[src/logic/uart_defs.svh]
`ifndef UART_DEFS_SVH
`define UART_DEFS_SVH

// register byte addresses on the wishbone bus
`define ADDR_MODE      5'h00
`define ADDR_STATUS    5'h04
`define ADDR_TXDATA    5'h08
`define ADDR_RXDATA    5'h0c
`define ADDR_DIVISOR   5'h10

// mode register fields
`define MODE_ON        15
`define MODE_IDLE_HALT 13
`define MODE_IR        12
`define MODE_ALT       10
`define MODE_WAKE      7
`define MODE_LOOP      6
`define MODE_AUTO_RATE_MEASURE     5
`define MODE_RX_POLARITY_INVERT     4
`define MODE_FAST      3
`define MODE_STOP2     0
`define MODE_WMASK     16'hb4ff

// status register fields
`define STA_TXIM1      15
`define STA_IRINV      14
`define STA_TXIM0      13
`define STA_BRK        11
`define STA_TXEN       10
`define STA_TXFULL     9
`define STA_TX_SHIFT_EMPTY       8
`define STA_ADDR_DETECT_ON      5
`define STA_RECEIVER_QUIET      4
`define STA_PARITY_FAULT       3
`define STA_FRAMING_FAULT       2
`define STA_OVERRUN_FAULT       1
`define STA_RXDA       0
`define STA_WMASK      16'hece0

`define RESET_WORD     16'h0000
`define SYNC_CHAR      9'h055
`define BREAK_ZEROS    4'hc
`define FIFO_DEPTH     3'h4

`endif

[src/logic/uart_pkg.sv]
package uart_pkg;
    typedef enum logic [1:0] {TX_IDLE, TX_SHIFT} tx_state_e;
    typedef enum logic [1:0] {RX_IDLE, RX_SHIFT, RX_BAUD} rx_state_e;

    // one receive fifo entry: data plus its own error flags
    typedef struct packed {
        logic       parity_fault;
        logic       framing_fault;
        logic [8:0] data;
    } rx_entry_s;

    typedef struct packed {
        logic [15:0]      mode;
        logic [15:0]      sta;
        logic [15:0]      divisor;
        logic [15:0]      brg_cnt;
        logic [3:0]       sub_cnt;
        logic [3:0][8:0]  txq;
        logic [2:0]       txq_cnt;
        logic [1:0]       txq_rd;
        tx_state_e        tx_st;
        logic [11:0]      tx_sh;
        logic [3:0]       tx_bits;
        logic             tx_brk;
        logic             tx_line;
        rx_entry_s [3:0]  rxq;
        logic [2:0]       rxq_cnt;
        logic [1:0]       rxq_rd;
        rx_state_e        rx_st;
        logic [3:0]       rx_sub;
        logic [3:0]       rx_bits;
        logic [10:0]      rx_sh;
        logic [15:0]      ab_cnt;
        logic [2:0]       ab_edges;
        logic [1:0]       rx_sync;
        logic             rx_prev;
        logic [31:0]      rdata;
        logic             ack;
        logic             tx_irq;
        logic             rx_irq;
        logic             wake_irq;
        logic [1:0]       pin_tx;
        logic [1:0]       pin_oe;
    } uart_state_s;
endpackage

[src/logic/uart_break_rx_irda_ctrl.sv]
// The implementer's own choices: the Wishbone register port and the address map.
`timescale 1ns/1ps
`include "uart_defs.svh"
// Function
// software enables tx, arms break, writes a discarded dummy character
// software then queues sync character 55h behind the break
// break is start bit, twelve zero bits, stop bit, on next start
// hardware clears break request when done; queued sync then sends
// reading receive data pops fifo; parity/framing flags follow top entry; a read in the cycle a received frame completes does not pop
// overrun sets on overflow; software 1-to-0 clear empties fifo and shifter
// infrared enable at mode bit 12 routes pins through codec, 16x only; only tx is encoded, the rx pin is not decoded
// status bit 14 picks encoded tx idle level when codec enabled
// mode bit 10 selects alternate pin pair, else primary pair
// mode bit 15 enables module; clear gives pins back to port latches
// mode bit 13 halts module in device idle mode
// wake bit: falling rx edge in sleep interrupts; rising edge clears bit
// mode bit 6 selects loopback diagnostic mode
// auto-baud measures next 55h character; hardware clears bit after
// receive polarity bit: 1 idle low, 0 idle high
// fast bit gives 4 clocks per bit, else 16
// format field: 11 9-bit, 10 odd, 01 even, 00 8-bit none
// stop select bit 0 gives two stop bits when set
// tx irq mode: 00 load, 01 all done, 10 buffer empty, 11 reserved
// clearing transmit enable aborts, resets buffer, returns pin to port
// full flag when tx buffer full; shift-empty when shifter and buffer empty
// rx irq mode: 11 at 4 chars, 10 at 3 chars, 0x every char
// address detect, bit 8 marks address, only in 9-bit mode
// idle flag 1 while receiver idle; data-available while fifo not empty
// transmit and receive fifos hold four characters each
// 16-bit divisor sets free-running baud timer period
// writing divisor clears baud timer immediately
// loopback feeds transmitter into receiver, ignores external pin
// frame: low start, data lsb first, optional parity, high stops
module uart_break_rx_irda_ctrl
    import uart_pkg::*;
(
    // clock and reset
    input  wire logic        clk_i,
    input  wire logic        rst_i,

    // wishbone slave
    input  wire logic        cyc_i,
    input  wire logic        stb_i,
    input  wire logic        we_i,
    input  wire logic [4:0]  adr_i,
    input  wire logic [3:0]  sel_i,
    input  wire logic [31:0] dat_i,
    output logic      [31:0] dat_o,
    output logic             ack_o,

    // device power state
    input  wire logic        dev_idle_i,
    input  wire logic        dev_sleep_i,

    // serial pins
    input  wire logic        primary_rx_pin_i,
    input  wire logic        alternate_rx_pin_i,
    output logic             primary_tx_pin_o,
    output logic             alternate_tx_pin_o,
    output logic             primary_tx_oe_o,
    output logic             alternate_tx_oe_o,

    // events
    output logic             tx_irq_o,
    output logic             rx_irq_o,
    output logic             wake_irq_o
);

    uart_state_s r, next_r;

    // bit-period ticks per baud clock ratio
    function automatic logic [3:0] ticks_per_bit(input logic fast);
        ticks_per_bit = fast ? 4'h3 : 4'hf;
    endfunction

    // number of data bits for a format code
    function automatic logic [3:0] data_bits(input logic [1:0] fmt);
        data_bits = (fmt == 2'b11) ? 4'h9 : 4'h8;
    endfunction

    // parity bit value for a character
    function automatic logic parity_of(input logic [1:0] fmt, input logic [7:0] d);
        parity_of = (fmt == 2'b10) ? ~^d : ^d;
    endfunction

    // combinational helpers
    logic        wb_req;
    logic        running;
    logic        baud_tick;
    logic        bit_tick;
    logic        rx_raw;
    logic        rx_line;
    logic [1:0]  fmt;
    logic        has_par;
    logic [3:0]  nbits;
    logic [3:0]  frame_len;
    logic [8:0]  txd;
    logic        tx_out;

    logic        rx_push;
    rx_entry_s   rx_new;
    logic        drop;
    logic [15:0] mode_w;
    logic [15:0] sta_w;

    logic [3:0]  half_bit;
    logic [10:0] rx_full;
    logic        ovf;
    logic [1:0]  txim;

    always_comb begin
        next_r   = r;
        wb_req   = cyc_i && stb_i && !r.ack;
        fmt      = r.mode[2:1];
        has_par  = fmt == 2'b01 || fmt == 2'b10;
        nbits    = data_bits(fmt);
        // idle halt and module enable gate the baud timer, transmitter and receiver
        running  = r.mode[`MODE_ON] && !(r.mode[`MODE_IDLE_HALT] && dev_idle_i);
        baud_tick = running && (r.brg_cnt == r.divisor);
        bit_tick  = baud_tick && (r.sub_cnt == ticks_per_bit(r.mode[`MODE_FAST]));
        rx_raw   = r.mode[`MODE_LOOP] ? r.tx_line : r.rx_sync[1];
        rx_line  = r.mode[`MODE_RX_POLARITY_INVERT] ? ~rx_raw : rx_raw;
        frame_len = nbits + 4'(has_par) + 4'(r.mode[`MODE_STOP2]) + 4'h1;
        txd      = r.txq[r.txq_rd];
        rx_push  = 1'b0;
        rx_new   = '0;
        drop     = 1'b0;
        mode_w   = r.mode;
        sta_w    = r.sta;
        half_bit = ticks_per_bit(r.mode[`MODE_FAST]) >> 1;
        txim     = {r.sta[`STA_TXIM1], r.sta[`STA_TXIM0]};
        ovf      = 1'b0;
        rx_full  = {rx_line, r.rx_sh[10:1]};

        next_r.ack      = wb_req;
        next_r.tx_irq   = 1'b0;
        next_r.rx_irq   = 1'b0;
        next_r.wake_irq = 1'b0;

        // pin synchroniser, primary or alternate pair
        next_r.rx_sync = {r.rx_sync[0],
                          r.mode[`MODE_ALT] ? alternate_rx_pin_i : primary_rx_pin_i};

        // free-running baud timer
        if (baud_tick) begin
            next_r.brg_cnt = '0;
            next_r.sub_cnt = bit_tick ? 4'h0 : r.sub_cnt + 4'h1;
        end else if (running) begin
            next_r.brg_cnt = r.brg_cnt + 16'h1;
        end

        // transmitter
        if (!r.sta[`STA_TXEN] || !running) begin
            next_r.tx_st   = TX_IDLE;
            next_r.txq_cnt = '0;
            next_r.tx_line = 1'b1;
        end else if (r.tx_st == TX_IDLE && r.txq_cnt != 3'h0 && bit_tick) begin
            next_r.txq_rd  = r.txq_rd + 2'h1;
            next_r.txq_cnt = r.txq_cnt - 3'h1;
            next_r.tx_st   = TX_SHIFT;
            next_r.tx_line = 1'b0;
            next_r.tx_brk  = r.sta[`STA_BRK];
            if (r.sta[`STA_BRK]) begin
                next_r.tx_sh   = '0; // dummy character is dropped
                next_r.tx_bits = `BREAK_ZEROS + 4'h1;
            end else if (nbits == 4'h9) begin
                next_r.tx_sh   = {3'b111, txd};
                next_r.tx_bits = frame_len;
            end else begin
                // without parity the parity slot is the first stop bit
                next_r.tx_sh   = {3'b111, has_par ? parity_of(fmt, txd[7:0]) : 1'b1,
                                  txd[7:0]};
                next_r.tx_bits = frame_len;
            end
            next_r.tx_irq = txim == 2'b00 || (txim == 2'b10 && r.txq_cnt == 3'h1);
        end else if (r.tx_st == TX_SHIFT && bit_tick) begin
            next_r.tx_line = r.tx_sh[0];
            next_r.tx_sh   = {1'b1, r.tx_sh[11:1]};
            if (r.tx_bits == 4'h0) begin
                next_r.tx_st   = TX_IDLE;
                next_r.tx_line = 1'b1;
                if (r.tx_brk)
                    next_r.sta[`STA_BRK] = 1'b0;
                next_r.tx_irq = txim == 2'b01 && r.txq_cnt == 3'h0;
            end else begin
                next_r.tx_bits = r.tx_bits - 4'h1;
            end
        end

        // receiver, sampled mid-bit
        if (baud_tick) begin
            case (r.rx_st)
                RX_IDLE: begin
                    if (!rx_line && r.mode[`MODE_AUTO_RATE_MEASURE]) begin
                        next_r.rx_st = RX_BAUD;
                        next_r.ab_cnt = '0;
                        next_r.ab_edges = '0;
                    end else if (!rx_line) begin
                        next_r.rx_st   = RX_SHIFT;
                        next_r.rx_sub  = half_bit;
                        next_r.rx_bits = frame_len;
                        next_r.rx_sh   = '0;
                    end
                end

                // first sample taken is the start bit itself
                RX_SHIFT: begin
                    if (r.rx_sub == 4'h0) begin
                        next_r.rx_sub = ticks_per_bit(r.mode[`MODE_FAST]);
                        next_r.rx_sh  = {rx_line, r.rx_sh[10:1]};
                        next_r.rx_bits = r.rx_bits - 4'h1;
                        if (r.rx_bits == 4'h0) begin
                            next_r.rx_st = RX_IDLE;
                            rx_push = 1'b1;
                        end
                    end else begin
                        next_r.rx_sub = r.rx_sub - 4'h1;
                    end
                end

                RX_BAUD: begin
                    // count 16x ticks across the 55h field's falling edges
                    next_r.ab_cnt = r.ab_cnt + 16'h1;
                    if (rx_line == 1'b0 && r.rx_prev) begin
                        next_r.ab_edges = r.ab_edges + 3'h1;
                        if (r.ab_edges == 3'h3) begin
                            next_r.divisor = 16'(r.ab_cnt >> 3) + r.divisor;
                            next_r.mode[`MODE_AUTO_RATE_MEASURE] = 1'b0;
                            next_r.rx_st = RX_IDLE;
                        end
                    end
                end

                default: next_r.rx_st = RX_IDLE;
            endcase
        end
        next_r.rx_prev = rx_line;

        // frame assembly: last sample is still on the line, align down to data
        rx_new.data = 9'(rx_full >> (4'hb - frame_len));
        // in 8-bit parity mode slot 8 holds the parity bit
        rx_new.parity_fault = has_par && (parity_of(fmt, rx_new.data[7:0]) != rx_new.data[8]);
        if (nbits == 4'h8)
            rx_new.data[8] = 1'b0;
        rx_new.framing_fault = !rx_line;
        // address detect drops plain data in 9-bit mode
        if (r.sta[`STA_ADDR_DETECT_ON] && nbits == 4'h9 && !rx_new.data[8])
            drop = 1'b1;

        if (rx_push && !drop) begin
            if (r.rxq_cnt == `FIFO_DEPTH) begin
                ovf = 1'b1;
                next_r.sta[`STA_OVERRUN_FAULT] = 1'b1;
            end else begin
                next_r.rxq[2'(r.rxq_rd + r.rxq_cnt[1:0])] = rx_new;
                next_r.rxq_cnt = r.rxq_cnt + 3'h1;
                next_r.rx_irq = (r.sta[7:6] == 2'b11) ? r.rxq_cnt == 3'h3 :
                                (r.sta[7:6] == 2'b10) ? r.rxq_cnt == 3'h2 : 1'b1;
            end
        end

        // wake on start edge while asleep
        if (r.mode[`MODE_WAKE] && dev_sleep_i) begin
            if (!rx_line && r.rx_prev)
                next_r.wake_irq = 1'b1;
            if (rx_line && !r.rx_prev)
                next_r.mode[`MODE_WAKE] = 1'b0;
        end

        // wishbone register access, one wait state answer
        next_r.rdata = '0;
        if (wb_req && !we_i) begin
            case (adr_i)
                `ADDR_MODE:    next_r.rdata = {16'h0, r.mode};
                `ADDR_STATUS:  next_r.rdata = {16'h0, r.sta};
                `ADDR_RXDATA: begin
                    next_r.rdata = {23'h0, r.rxq[r.rxq_rd].data};
                    if (r.rxq_cnt != 3'h0 && !rx_push) begin
                        next_r.rxq_rd  = r.rxq_rd + 2'h1;
                        next_r.rxq_cnt = r.rxq_cnt - 3'h1;
                    end
                end
                `ADDR_DIVISOR: next_r.rdata = {16'h0, r.divisor};
                default:       next_r.rdata = '0;
            endcase
        end else if (wb_req && we_i) begin
            // byte lanes 0 and 1 carry the 16-bit registers
            mode_w = {sel_i[1] ? dat_i[15:8] : r.mode[15:8],
                      sel_i[0] ? dat_i[7:0] : r.mode[7:0]};
            sta_w  = {sel_i[1] ? dat_i[15:8] : r.sta[15:8],
                      sel_i[0] ? dat_i[7:0] : r.sta[7:0]};
            case (adr_i)
                `ADDR_MODE: begin
                    next_r.mode = mode_w & `MODE_WMASK;
                    if (mode_w[`MODE_IR])
                        next_r.mode[`MODE_FAST] = 1'b0;
                end

                `ADDR_STATUS: begin
                    // keep hardware updates; break request holds until the break ends
                    next_r.sta = (next_r.sta & ~`STA_WMASK) | (sta_w & `STA_WMASK)
                                 | (next_r.sta & (16'h1 << `STA_BRK));
                    // overrun clears only by software; an overflow in the same cycle wins
                    if (r.sta[`STA_OVERRUN_FAULT] && !sta_w[`STA_OVERRUN_FAULT] && !ovf) begin
                        next_r.sta[`STA_OVERRUN_FAULT] = 1'b0;
                        next_r.rxq_cnt = '0;
                        next_r.rx_st   = RX_IDLE;
                    end
                end

                `ADDR_TXDATA: begin
                    if (r.txq_cnt != `FIFO_DEPTH && r.sta[`STA_TXEN]) begin
                        next_r.txq[2'(r.txq_rd + r.txq_cnt[1:0])] = dat_i[8:0];
                        next_r.txq_cnt = next_r.txq_cnt + 3'h1;
                    end
                end

                `ADDR_DIVISOR: begin
                    if (sel_i[0]) next_r.divisor[7:0] = dat_i[7:0];
                    if (sel_i[1]) next_r.divisor[15:8] = dat_i[15:8];
                    next_r.brg_cnt = '0;
                    next_r.sub_cnt = '0;
                end
                default: ;
            endcase
        end

        // read-only status mirrors
        next_r.sta[`STA_TXFULL] = next_r.txq_cnt == `FIFO_DEPTH;
        next_r.sta[`STA_TX_SHIFT_EMPTY]   = next_r.txq_cnt == 3'h0 && next_r.tx_st == TX_IDLE;
        next_r.sta[`STA_RECEIVER_QUIET]  = next_r.rx_st == RX_IDLE;
        next_r.sta[`STA_RXDA]   = next_r.rxq_cnt != 3'h0;
        next_r.sta[`STA_PARITY_FAULT]   = next_r.rxq_cnt != 3'h0 && next_r.rxq[next_r.rxq_rd].parity_fault;
        next_r.sta[`STA_FRAMING_FAULT]   = next_r.rxq_cnt != 3'h0 && next_r.rxq[next_r.rxq_rd].framing_fault;

        // ir encoder: idle level follows polarity bit, pulse on zero bits
        tx_out = r.tx_line;
        if (r.mode[`MODE_IR])
            tx_out = r.sta[`STA_IRINV] ^ (!r.tx_line && r.sub_cnt < 4'h4);
        next_r.pin_tx = {tx_out, tx_out};
        next_r.pin_oe = (r.mode[`MODE_ON] && r.sta[`STA_TXEN]) ?
                        (r.mode[`MODE_ALT] ? 2'b10 : 2'b01) : 2'b00;
    end

    // single state register; sync reset
    always_ff @(posedge clk_i) begin
        if (rst_i) begin
            r <= '0;
            // idle line and tx pins sit high out of reset
            r.tx_line <= 1'b1;
            r.pin_tx  <= 2'b11;
            r.rx_sync <= 2'b11;
            r.rx_prev <= 1'b1;
            r.sta <= `RESET_WORD | 16'h0110;
        end else begin
            r <= next_r;
        end
    end

    assign dat_o              = r.rdata;
    assign ack_o              = r.ack;

    assign primary_tx_pin_o   = r.pin_tx[0];
    assign alternate_tx_pin_o = r.pin_tx[1];
    assign primary_tx_oe_o    = r.pin_oe[0];
    assign alternate_tx_oe_o  = r.pin_oe[1];

    assign tx_irq_o           = r.tx_irq;
    assign rx_irq_o           = r.rx_irq;
    assign wake_irq_o         = r.wake_irq;

endmodule // uart_break_rx_irda_ctrl

[config.mk]
export PLATFORM = sky130hd
export DESIGN_NAME = uart_break_rx_irda_ctrl
export DESIGN_NICKNAME = d
export VERILOG_FILES = /design/src/logic/uart_pkg.sv /design/src/logic/uart_break_rx_irda_ctrl.sv
export VERILOG_INCLUDE_DIRS = /design/src /design/src/logic
export SDC_FILE = /design/constraint.sdc
export NUM_CORES = 1
export LEC_CHECK = 0
export ABC_AREA = 1
export BUFFER_PORTS_ARGS = -buffer_cell sky130_fd_sc_hd__buf_2
export CAP_MARGIN = 40
export CORE_UTILIZATION = 55
export CTS_CLUSTER_SIZE = 16
export DETAILED_ROUTE_END_ITERATION = 10
export PLACE_DENSITY = 0.89
export SYNTH_ARGS = -nofsm -noshare
export SYNTH_HDL_FRONTEND = slang
export SYNTH_SLANG_ARGS = --single-unit
[constraint.sdc]
create_clock -name clk_i -period 2.9 [get_ports clk_i]
set_clock_uncertainty 0.05 [all_clocks]
set_input_delay 0.435 -clock clk_i [delete_from_list [all_inputs] [get_ports clk_i]]
set_output_delay 0.435 -clock clk_i [all_outputs]
set_load 0.02 [all_outputs]
== Word level (Yosys, flattened, before mapping) ==
Cells that the tools add are included.

* Register bits after elaboration: 256
* Logic and storage cells: 324
* Input bits: 50

* Reductions and logical operators: 89
* $lt $le $gt $ge: 8
* Add/sub/neg operators: 20
* Bitwise operators: 10
* Mux-type cells: 113
* Shifts and indexed selects: 1
* Eq/ne operators: 33

{| class="wikitable"
|+ Operators with widths
! cell !! number
|-
| $mux W99 || 2
|-
| $mux W16 || 8
|-
| $mux W47 || 2
|-
| $mux W39 || 2
|-
| $pmux W19 S2 || 2
|-
| $pmux W16 S4 || 1
|-
| $mux W8 || 6
|-
| $bmux W11 S2 || 2
|-
| $bwmux W44 || 1
|-
| $mux W1 || 40
|-
| $mux W40 || 1
|-
| $mux W19 || 2
|-
| $bwmux W36 || 1
|-
| $mux W18 || 2
|-
| $mux W36 || 1
|-
| $logic_and A1 B1 Y1 || 33
|-
| $add A16 B1 Y16 const B || 2
|-
| $mux W9 || 3
|-
| $mux W2 || 13
|-
| $reduce_and A4 Y1 || 6
|-
| $demux W11 S2 || 1
|-
| $mux W11 || 2
|-
| $mux W21 || 1
|-
| $mux W4 || 5
|-
| other kinds (54) || 135
|}

== Depth between registers and ports, before layout ==
Gate-level depths: netlist (run 1).

* Word-level depth: 22
* Gate-level depth with buffers: 24
* Gate-level depth less buffers: 23

== Worst setup path before layout (run 1) ==
Ideal clock, no wire load.

* Kind: register to register
* Start: register r (netlist bit fmt[1])
* End: register r[231] (netlist bit)
* Arrival time: 2.839 ns
* Path buffers: 0
* Slack: -0.098 ns
* Setup time: 0.109 ns
* Cell stages (with the launch flop): 20
* Period minus slack after synthesis: 2.998 ns
* Cells stage by stage: dfxtp_1 -> ha_1 -> inv_1 -> ha_1 -> inv_1 -> ha_1 -> ha_1 -> clkinv_1 -> nand2_1 -> nand2_1 -> nand3_1 -> nand4_1 -> nor2_1 -> nor2_1 -> nor2_1 -> nand2_1 -> nand2_1 -> nand2_1 -> nand2_1 -> inv_1

* Word-level cells in the longest chain between the ends: 22

{| class="wikitable"
|+ RTL lines
! element !! RTL line !! text
|-
| from (decl) || uart_break_rx_irda_ctrl.sv:69 || <nowiki>uart_state_s r, next_r;</nowiki>
|-
| from (signal assigned) || uart_break_rx_irda_ctrl.sv:356 || <nowiki>r <= next_r;</nowiki>
|-
| $eq A2 B2 Y1, or another cell as far along || uart_break_rx_irda_ctrl.sv:78 || <nowiki>data_bits = (fmt == 2'b11) ? 4'h9 : 4'h8;</nowiki>
|-
| $mux W1 or $logic_or A1 B1 Y1 (tied branches) || uart_break_rx_irda_ctrl.sv:78, uart_break_rx_irda_ctrl.sv:115 ||
|-
| $add A4 B1 Y4 (3 in a row) || uart_break_rx_irda_ctrl.sv:123 || <nowiki>frame_len = nbits + 4'(has_par) + 4'(r.mode[`MODE_STOP2]) + 4'h1;</nowiki>
|-
| $sub A4 B4 Y4 || uart_break_rx_irda_ctrl.sv:240 || <nowiki>rx_new.data = 9'(rx_full >> (4'hb - frame_len));</nowiki>
|-
| $shr A11 B4 Y9 || uart_break_rx_irda_ctrl.sv:240 ||
|-
| $mux W1 || uart_break_rx_irda_ctrl.sv:243 || <nowiki>if (nbits == 4'h8)</nowiki>
|-
| $logic_not A1 Y1 || uart_break_rx_irda_ctrl.sv:247 || <nowiki>if (r.sta[`STA_ADDR_DETECT_ON] && nbits == 4'h9 && !rx_new.data[8])</nowiki>
|-
| $logic_and A1 B1 Y1 (*) || uart_break_rx_irda_ctrl.sv:247 ||
|-
| [4 not listed] || - ||
|-
| $logic_not A1 Y1 || uart_break_rx_irda_ctrl.sv:304 || <nowiki>if (r.sta[`STA_OVERRUN_FAULT] && !sta_w[`STA_OVERRUN_FAULT] && !ovf) begin</nowiki>
|-
| $logic_and A1 B1 Y1 || uart_break_rx_irda_ctrl.sv:304 ||
|-
| $mux W3 || uart_break_rx_irda_ctrl.sv:304 ||
|-
| $mux W3 || uart_break_rx_irda_ctrl.sv:292 || <nowiki>case (adr_i)</nowiki>
|-
| $mux W3 || uart_break_rx_irda_ctrl.sv:286 || <nowiki>end else if (wb_req && we_i) begin</nowiki>
|-
| $mux W3 || uart_break_rx_irda_ctrl.sv:272 || <nowiki>if (wb_req && !we_i) begin</nowiki>
|-
| $reduce_bool A3 Y1 || uart_break_rx_irda_ctrl.sv:334 || <nowiki>next_r.sta[`STA_FRAMING_FAULT] = next_r.rxq_cnt != 3'h0 && next_r.rxq[next_r.rxq_rd].framing_fault;</nowiki>
|-
| $logic_and A1 B1 Y1 (*) || uart_break_rx_irda_ctrl.sv:334 ||
|}

Mark *: on every way between the ends. The rest lies on a longest branch, timed or not. The select of a mux whose other input is x is not followed.
A chain may end at the register's enable or synchronous reset.

== Worst setup path in the final report (run 1) ==
Same ends and word-level chain as after synthesis.

==> impl_metrics.py, run 1 <==
metrics = {
    "global_routing": {
        "grt_start_max_net_pins": 55,
        "grt_pass1_wl_um": 59100,
        "grt_usage_pct": 30.9,
        "antenna_found_initial": 1,
        "grt_overflow": 0,
        "grt_pass1_vias": 12200,
    },
    "hold_path": {
        "hold_path.startpoint": "primary_rx_pin_i",
        "hold_depth": 3,
        "holdPathEnd": "next_r[42]$_SDFF_PP1_",
        "min_path_type": "in2reg",
    },
    "worst_setup_path": {
        "path_cells": "ha_4, inv_2, ha_4, inv_2, ha_4, ha_4, nand3_1, nand2_1, inv_1, nand2_2, nand3_4, buf_4, nand4_1, buf_4, nor2_4, nor2_1, nor2_1, nand2_1, nand2_1, nand2_1, nand2_1, inv_1",
        "cpMostUsedCell": "nand2_1",
        "critPathMaxFanout": 5,
        "r2r_start": "fmt[1]$_SDFFE_PP0P_",
        "cp-start-kind": "flop",
        "cp_slowest_cell": "dfxtp_2",
        "criticalPathCategory": "reg2reg",
        "cp.arrival_ns": 3.30,
        "critPathRequiredTime_ns": 3.28,
        "cpPeakStageDelay_ns": 0.36,
        "r2r_end": "r[231]$_SDFF_PP0_",
        "rrSetupSlack_ns": -0.02,
        "cp-end-kind": "flop",
        "reg2reg_depth": 22,
    },
    "layout": {
        "layout.cells.non_filler": 2210,
        "multi_input_area_um2": 6880,
        "area_growth_pct": 18.2,
        "ff_latch_area_um2": 4770,
        "drive_gt1_share_pct": 16.2,
        "antennaDiodeCount": 0,
        "n_fill_cell": 1717,
        "layout.nets": 2004,
    },
    "routing": {
        "num_vias": 13000,
        "wl_per_cell_um": 17.1,
        "wl_um": 37900,
        "drt_first_pass_iters": 7,
        "drt-initial-drc-count": 1222,
        "ant_nets": 0,
        "drc": 0,
        "vias_per_cell": 5.88,
    },
    "timing": {
        "rsz0062_at_grt": "yes",
        "whs_ns": 0.0643,
        "report.final.setup_viol": 3,
        "min_period_over_period_pct": 101,
        "relSlewSlack_pct": 48.1,
        "maxSlewViolCount": 0,
        "max_freq_mhz": 343,
        "worst_pin_slew_ns": 0.777,
        "layout_setup_ws_ns": -0.0166,
        "hold_violations": 0,
        "fin_crit_ns": 2.92,
    },
    "pwr": {
        "peakVddDrop_mv": 0.374,
        "leakagePower_nw": 6.41,
        "switching_share_pct": 22.0,
        "p_clk_share_pct": 49.0,
        "power.density_nw_per_um2": 463,
        "p_int_w": 0.00536,
        "seqPwrFrac_pct": 47.7,
        "comb_power_share_pct": 3.3,
        "switchingPower_w": 0.00151,
    },
    "cts": {
        "cts_buffers": 25,
        "h-tree-depth": 1,
        "path_clk_slew_ns": 0.07,
        "cts_tree": "built",
        "clk-insertion-delay-late_ns": 0.53,
        "clockBufferDepth": 3,
        "cts.sinks": 238,
        "postCtsHoldBufs": 0,
        "cts_root_buf": "clkbuf_16",
    },
    "place": {
        "dp_hpwl_um": 26500,
        "dpl.cell_count": 2161,
        "gp_congestion": 1.03,
        "portBuffers": 55,
    },
    "synth": {
        "yosys_warnings": 0,
        "synth_top_family_by_area": "simple AND/OR/NAND/NOR gates",
        "synth.cell_area_um2": 12600,
        "synthCells": 1801,
        "synthSimpleGateAreaFrac_pct": 23.9,
        "synth-seq-cells": 238,
        "synth-compound-area-share_pct": 19.6,
        "async_flop_share_pct": 0,
        "postSynthAreaPerCell_um2": 6.98,
        "synth_ff_type": "dfxtp_1",
        "synth_seq_area_share_pct": 37.9,
        "synthMuxAreaShare_pct": 0,
        "synthAdderAreaFrac_pct": 4.14,
        "synth_xor_area_share_pct": 3.49,
        "synth_cell_types": 51,
        "synth_edf_count": 0,
    },
    "die": {
        "core_area_um2": 22100,
        "ios": 90,
        "die_width_um": 153,
        "row_count": 54,
        "die_area_um2": 23500,
        "die_y_um": 153,
        "initial_core_util_pct": 56.9,
    },
    "status": {
        "violations": "negative setup slack",
        "status": "finished with violations",
    },
    "job": {
        "maxCapViolCount": 0,
    },
}
worst max path at each step:
stage,start,endpoint,slack (ns),depth (start not counted)
4_1_cts,fmt[1]$_SDFFE_PP0P_,r[232]$_SDFF_PP0_,0.006,23
2_1_floorplan,fmt[1]$_SDFFE_PP0P_,r[231]$_SDFF_PP0_,0.02,19
3_3_place_gp,fmt[0]$_SDFFE_PP0P_,r[231]$_SDFF_PP0_,-0.1,21
5_1_grt,fmt[1]$_SDFFE_PP0P_,r[232]$_SDFF_PP0_,-0.22,23
6_report,fmt[1]$_SDFFE_PP0P_,r[231]$_SDFF_PP0_,-0.02,22
3_5_place_dp,fmt[0]$_SDFFE_PP0P_,r[232]$_SDFF_PP0_,-0.18,23
cells in the final DEF (no fill, tap or decap), types with 35 or more instances in the layout:
master   count
a21oi_1    160
buf_2       55
buf_4      101
dfxtp_1    234
ha_1        35
inv_1      206
nand2_1    289
nand3_1     81
nor2_1     212
o21ai_0    171
logic make-up after synthesis:
kind of cell | after synthesis
AND/OR/NAND/NOR | 715
AO/OA/AOI/OAI | 434
buffers and inverters | 322
flip-flops | 238
XOR/XNOR | 50
adder cells (fa/ha/maj) | 41
other | 1
cell usage after synthesis, types with 10 or more instances:
cell,n,area (µm²)
buf_4,37,278
o21ai_0,174,871
nand4_1,14,87.6
o21a_1,10,75.1
xor2_1,32,280
nor3_1,36,180
a211oi_1,23,173
dfxtp_1,238,4760
nand3_1,110,551
a21oi_1,160,801
inv_1,218,818
clkbuf_1,45,169
o211ai_1,14,105
xnor2_1,18,158
nand2_1,305,1140
ha_1,40,500
nor2_1,221,830
per-stage QoR:
stage / TNS, ns / utilization [%] / power, W / area, µm² / setup WS (ns)
after floorplan: 0 / - / 0.00348 / 12600 / 0.0170
after global placement: -0.233 / 61.3 / 0.00355 / 13500 / -0.0958
after detailed placement: -2.16 / 61.3 / 0.00355 / 13500 / -0.180
after CTS: 0 / 65.4 / 0.00687 / 14400 / 0.00611
after global routing: -1.98 / 67.3 / 0.00704 / 14900 / -0.216
final: -0.0322 / 67.3 / 0.00687 / 14900 / -0.0166
layout make-up:
type,instances,area share (%)
Clock buffer,31,4.63
Clock inverter,13,1.16
Inverter,228,5.81
Multi-Input combinational cell,1256,46.3
Sequential cell,238,32.1
Tap cell,280,2.36
Timing Repair Buffer,164,7.65
worst max-delay path, delay by kind of cell, from the launching register on:
family	cells	cell delay (ns)
AND/OR/NAND/NOR	12	1.12
adder cells (fa/ha/maj)	4	0.82
buffers and inverters	6	0.49
flip-flops	1	0.36
layer usage:
layer  vias up  wire, µm  GRT usage, %
met2       790     17400          51.2
met1      5891     14600          38.8
met5         -         0             0
li1       6139         -             -
met4         0      1970          14.7
met3       185      3950          5.84
sequential cells by signal, summed over array words and instances, names as in the netlist:
| register | flops |
|---|---|
| wake_irq_o | 1 |
| dat_o | 16 |
| ack_o | 1 |
| alternate_tx_oe_o | 1 |
| primary_tx_oe_o | 1 |
| fmt | 2 |
| r | 212 |
| tx_irq_o | 1 |
| rx_irq_o | 1 |
| primary_tx_pin_o | 1 |
| next_r | 1 |
power by group through the flow:
stage          sequential [W]  combinational, W  clock [W]
2_1_floorplan         0.00335          0.000131          0
3_3_place_gp          0.00335          0.000201          0
3_5_place_dp          0.00335          0.000204          0
4_1_cts               0.00328          0.000207    0.00339
5_1_grt               0.00327          0.000241    0.00353
6_report              0.00328          0.000228    0.00337
what timing repair did:
item                       CTS  global route
hold endpoints to repair     0             0
setup endpoints to repair   42            45
buffers inserted             0             5
resized for setup           10            96
pin swaps                    2            25
No activity file was read; power rests on OpenSTA's default activity.
==> run 2: changes to the inputs <==
- CELL_PAD_IN_SITES_DETAIL_PLACEMENT: unset -> 0
- CELL_PAD_IN_SITES_GLOBAL_PLACEMENT: unset -> 1
- CORE_MARGIN: unset -> 2
- CORE_UTILIZATION: 55 -> 40
==> impl_metrics.py, run 2 (synthesized netlist as in run 1, its figures left out) <==
metrics = {
    "status": {
        "status": "finished clean",
    },
    "worst_setup_path": {
        "cpLargestDelayFamily": "simple AND/OR/NAND/NOR gates",
        "cpMostUsedCell": "ha_4",
        "critPathRequiredTime_ns": 3.32,
        "cp-start-kind": "flop",
        "cpPeakStageDelay_ns": 0.35,
        "r2r_start": "fmt[1]$_SDFFE_PP0P_",
        "cp.arrival_ns": 3.19,
        "critPathMaxFanout": 4,
        "cp_slowest_cell": "dfxtp_2",
        "criticalPathCategory": "reg2reg",
        "path_cells": "ha_4, inv_2, ha_4, inv_2, ha_4, ha_4, buf_4, a21oi_1, nand2_1, nand3_1, nand3b_1, nand2_1, nand3_1, nand2_2, nand3_2, nand3_2, nand3_2, a21oi_2",
        "cp-end-kind": "flop",
        "cp_num_buf_inv": 3,
        "startpoint": "fmt[1]$_SDFFE_PP0P_",
    },
    "pwr": {
        "seqPwrFrac_pct": 49.3,
        "switchingPower_w": 0.00147,
        "p_int_w": 0.00518,
        "leakagePower_nw": 6.33,
        "switching_share_pct": 22.2,
        "design_power_total_w": 0.00665,
        "comb_power_share_pct": 3.3,
        "power.density_nw_per_um2": 449,
        "p_clk_share_pct": 47.4,
        "peakVddDrop_mv": 0.402,
    },
    "global_routing": {
        "grt_pass1_vias": 11200,
        "grt_start_max_net_pins": 37,
        "grt_pass1_wl_um": 58000,
        "antenna_found_initial": 2,
        "grt_usage_pct": 21.7,
        "grt_overflow": 0,
    },
    "timing": {
        "worst_pin_slew_ns": 0.821,
        "relSlewSlack_pct": 45.2,
        "tns_ns": 0,
        "hold_violations": 0,
        "whs_ns": 0.0573,
        "layout_setup_ws_ns": 0.124,
        "fin_crit_ns": 2.78,
        "rsz0062_at_grt": "yes",
        "report.final.setup_viol": 0,
        "max_freq_mhz": 360,
        "min_period_over_period_pct": 95.7,
        "maxSlewViolCount": 0,
    },
    "place": {
        "post_dp_cell_area_um2": 13700,
        "place_ws_ns": -0.237,
        "dp_hpwl_um": 27200,
        "gp_congestion": 0.959,
        "portBuffers": 55,
    },
    "cts": {
        "clockBufferDepth": 3,
        "postCtsHoldBufs": 0,
        "clk-insertion-delay-late_ns": 0.53,
        "cts_tree": "built",
        "cts.sinks": 238,
        "h-tree-depth": 1,
        "path_clk_slew_ns": 0.06,
        "cts_root_buf": "clkbuf_16",
        "cts_buffers": 27,
    },
    "die": {
        "die_y_um": 181,
        "initial_core_util_pct": 40.9,
        "ios": 90,
        "die_area_um2": 32800,
        "core_area_um2": 30700,
        "die_width_um": 181,
        "row_count": 64,
    },
    "routing": {
        "drc": 0,
        "num_vias": 12100,
        "drt-initial-drc-count": 872,
        "wl_per_cell_um": 15.6,
        "ant_nets": 0,
        "wl_um": 36200,
        "vias_per_cell": 5.21,
        "drt_first_pass_iters": 7,
    },
    "layout": {
        "largest_register": "r",
        "area_growth_pct": 17.9,
        "n_fill_cell": 3077,
        "layout.nets": 2002,
        "ff_latch_area_um2": 4770,
        "mostFrequentLayoutCell": "nand2_1",
        "antennaDiodeCount": 0,
        "drive_gt1_share_pct": 14.8,
        "largest_reg_flops": 212,
        "multi_input_area_um2": 6780,
        "design_area_um2": 14800,
        "mostFrequentLayoutCells": "nand2_1 (299), dfxtp_1 (234), nor2_1 (216)",
    },
    "job": {
        "maxCapViolCount": 0,
    },
    "hold_path": {
        "min_path_type": "in2reg",
        "hold_path.startpoint": "primary_rx_pin_i",
    },
}
## run 2: changes by cell type in the layout (fill, tap and decap cells not counted), sizes merged
cell | previous run | this run
buf | 164 | 160
bufinv | 4 | 0
clkbuf | 31 | 37
clkinv | 10 | 7
clkinvlp | 3 | 0
## run 2: area by class of cell
type,instances,area share [%]
Clock inverter,3,0.101
Inverter,228,5.83
Sequential cell,238,32.2
Timing Repair Buffer,160,7.47
Tap cell,396,3.34
Multi-Input combinational cell,1256,45.8
Clock buffer,37,5.29
## run 2: what timing repair did
item	4_1_cts	5_1_grt
gates resized for setup	15	66
endpoints found under the hold margin	0	0
pin swaps	1	27
setup buffers	0	2
setup endpoints to repair	49	47
## run 2: worst paths after layout
kind	endpoint	slack (ns)	cells after the start
worst max-delay path	r[232]$_SDFF_PP0_	0.12	18
worst min-delay path	next_r[42]$_SDFF_PP1_	0.06	3
worst max register to register	r[232]$_SDFF_PP0_	0.12	18
worst min register to register	r[164]$_SDFFE_PP0P_	0.40	2
## run 2: worst reg2reg max path, delay by kind of cell, from the launching register on
kind / cells / cell delay [ns]
compound gates: 2 / 0.17
flops: 1 / 0.35
buf+inv: 3 / 0.24
simple gates: 9 / 1.04
fa+ha+maj: 4 / 0.88
## run 2: per-stage QoR
step	util, %	instances
6_report	48.2	2318
4_1_cts	47.3	2316
2_1_floorplan	-	1816
5_1_grt	48.2	2318
3_5_place_dp	44.5	2276
3_3_place_gp	44.5	2276
## run 2: routing by layer
metal | track usage (%) | wire length, µm
met1 | 29.9 | 17000
met2 | 34.9 | 15900
met3 | 2.80 | 1990
met4 | 7.67 | 1270
met5 | 0 | 0
## run 2: power groups by stage
stage	Clock (W)	Sequential, W	Combinational [W]
4_1_cts	0.00322	0.00328	0.000213
6_report	0.00315	0.00328	0.000219
3_5_place_dp	0	0.00335	0.000211
5_1_grt	0.00334	0.00328	0.000237
3_3_place_gp	0	0.00335	0.000209
2_1_floorplan	0	0.00335	0.000131
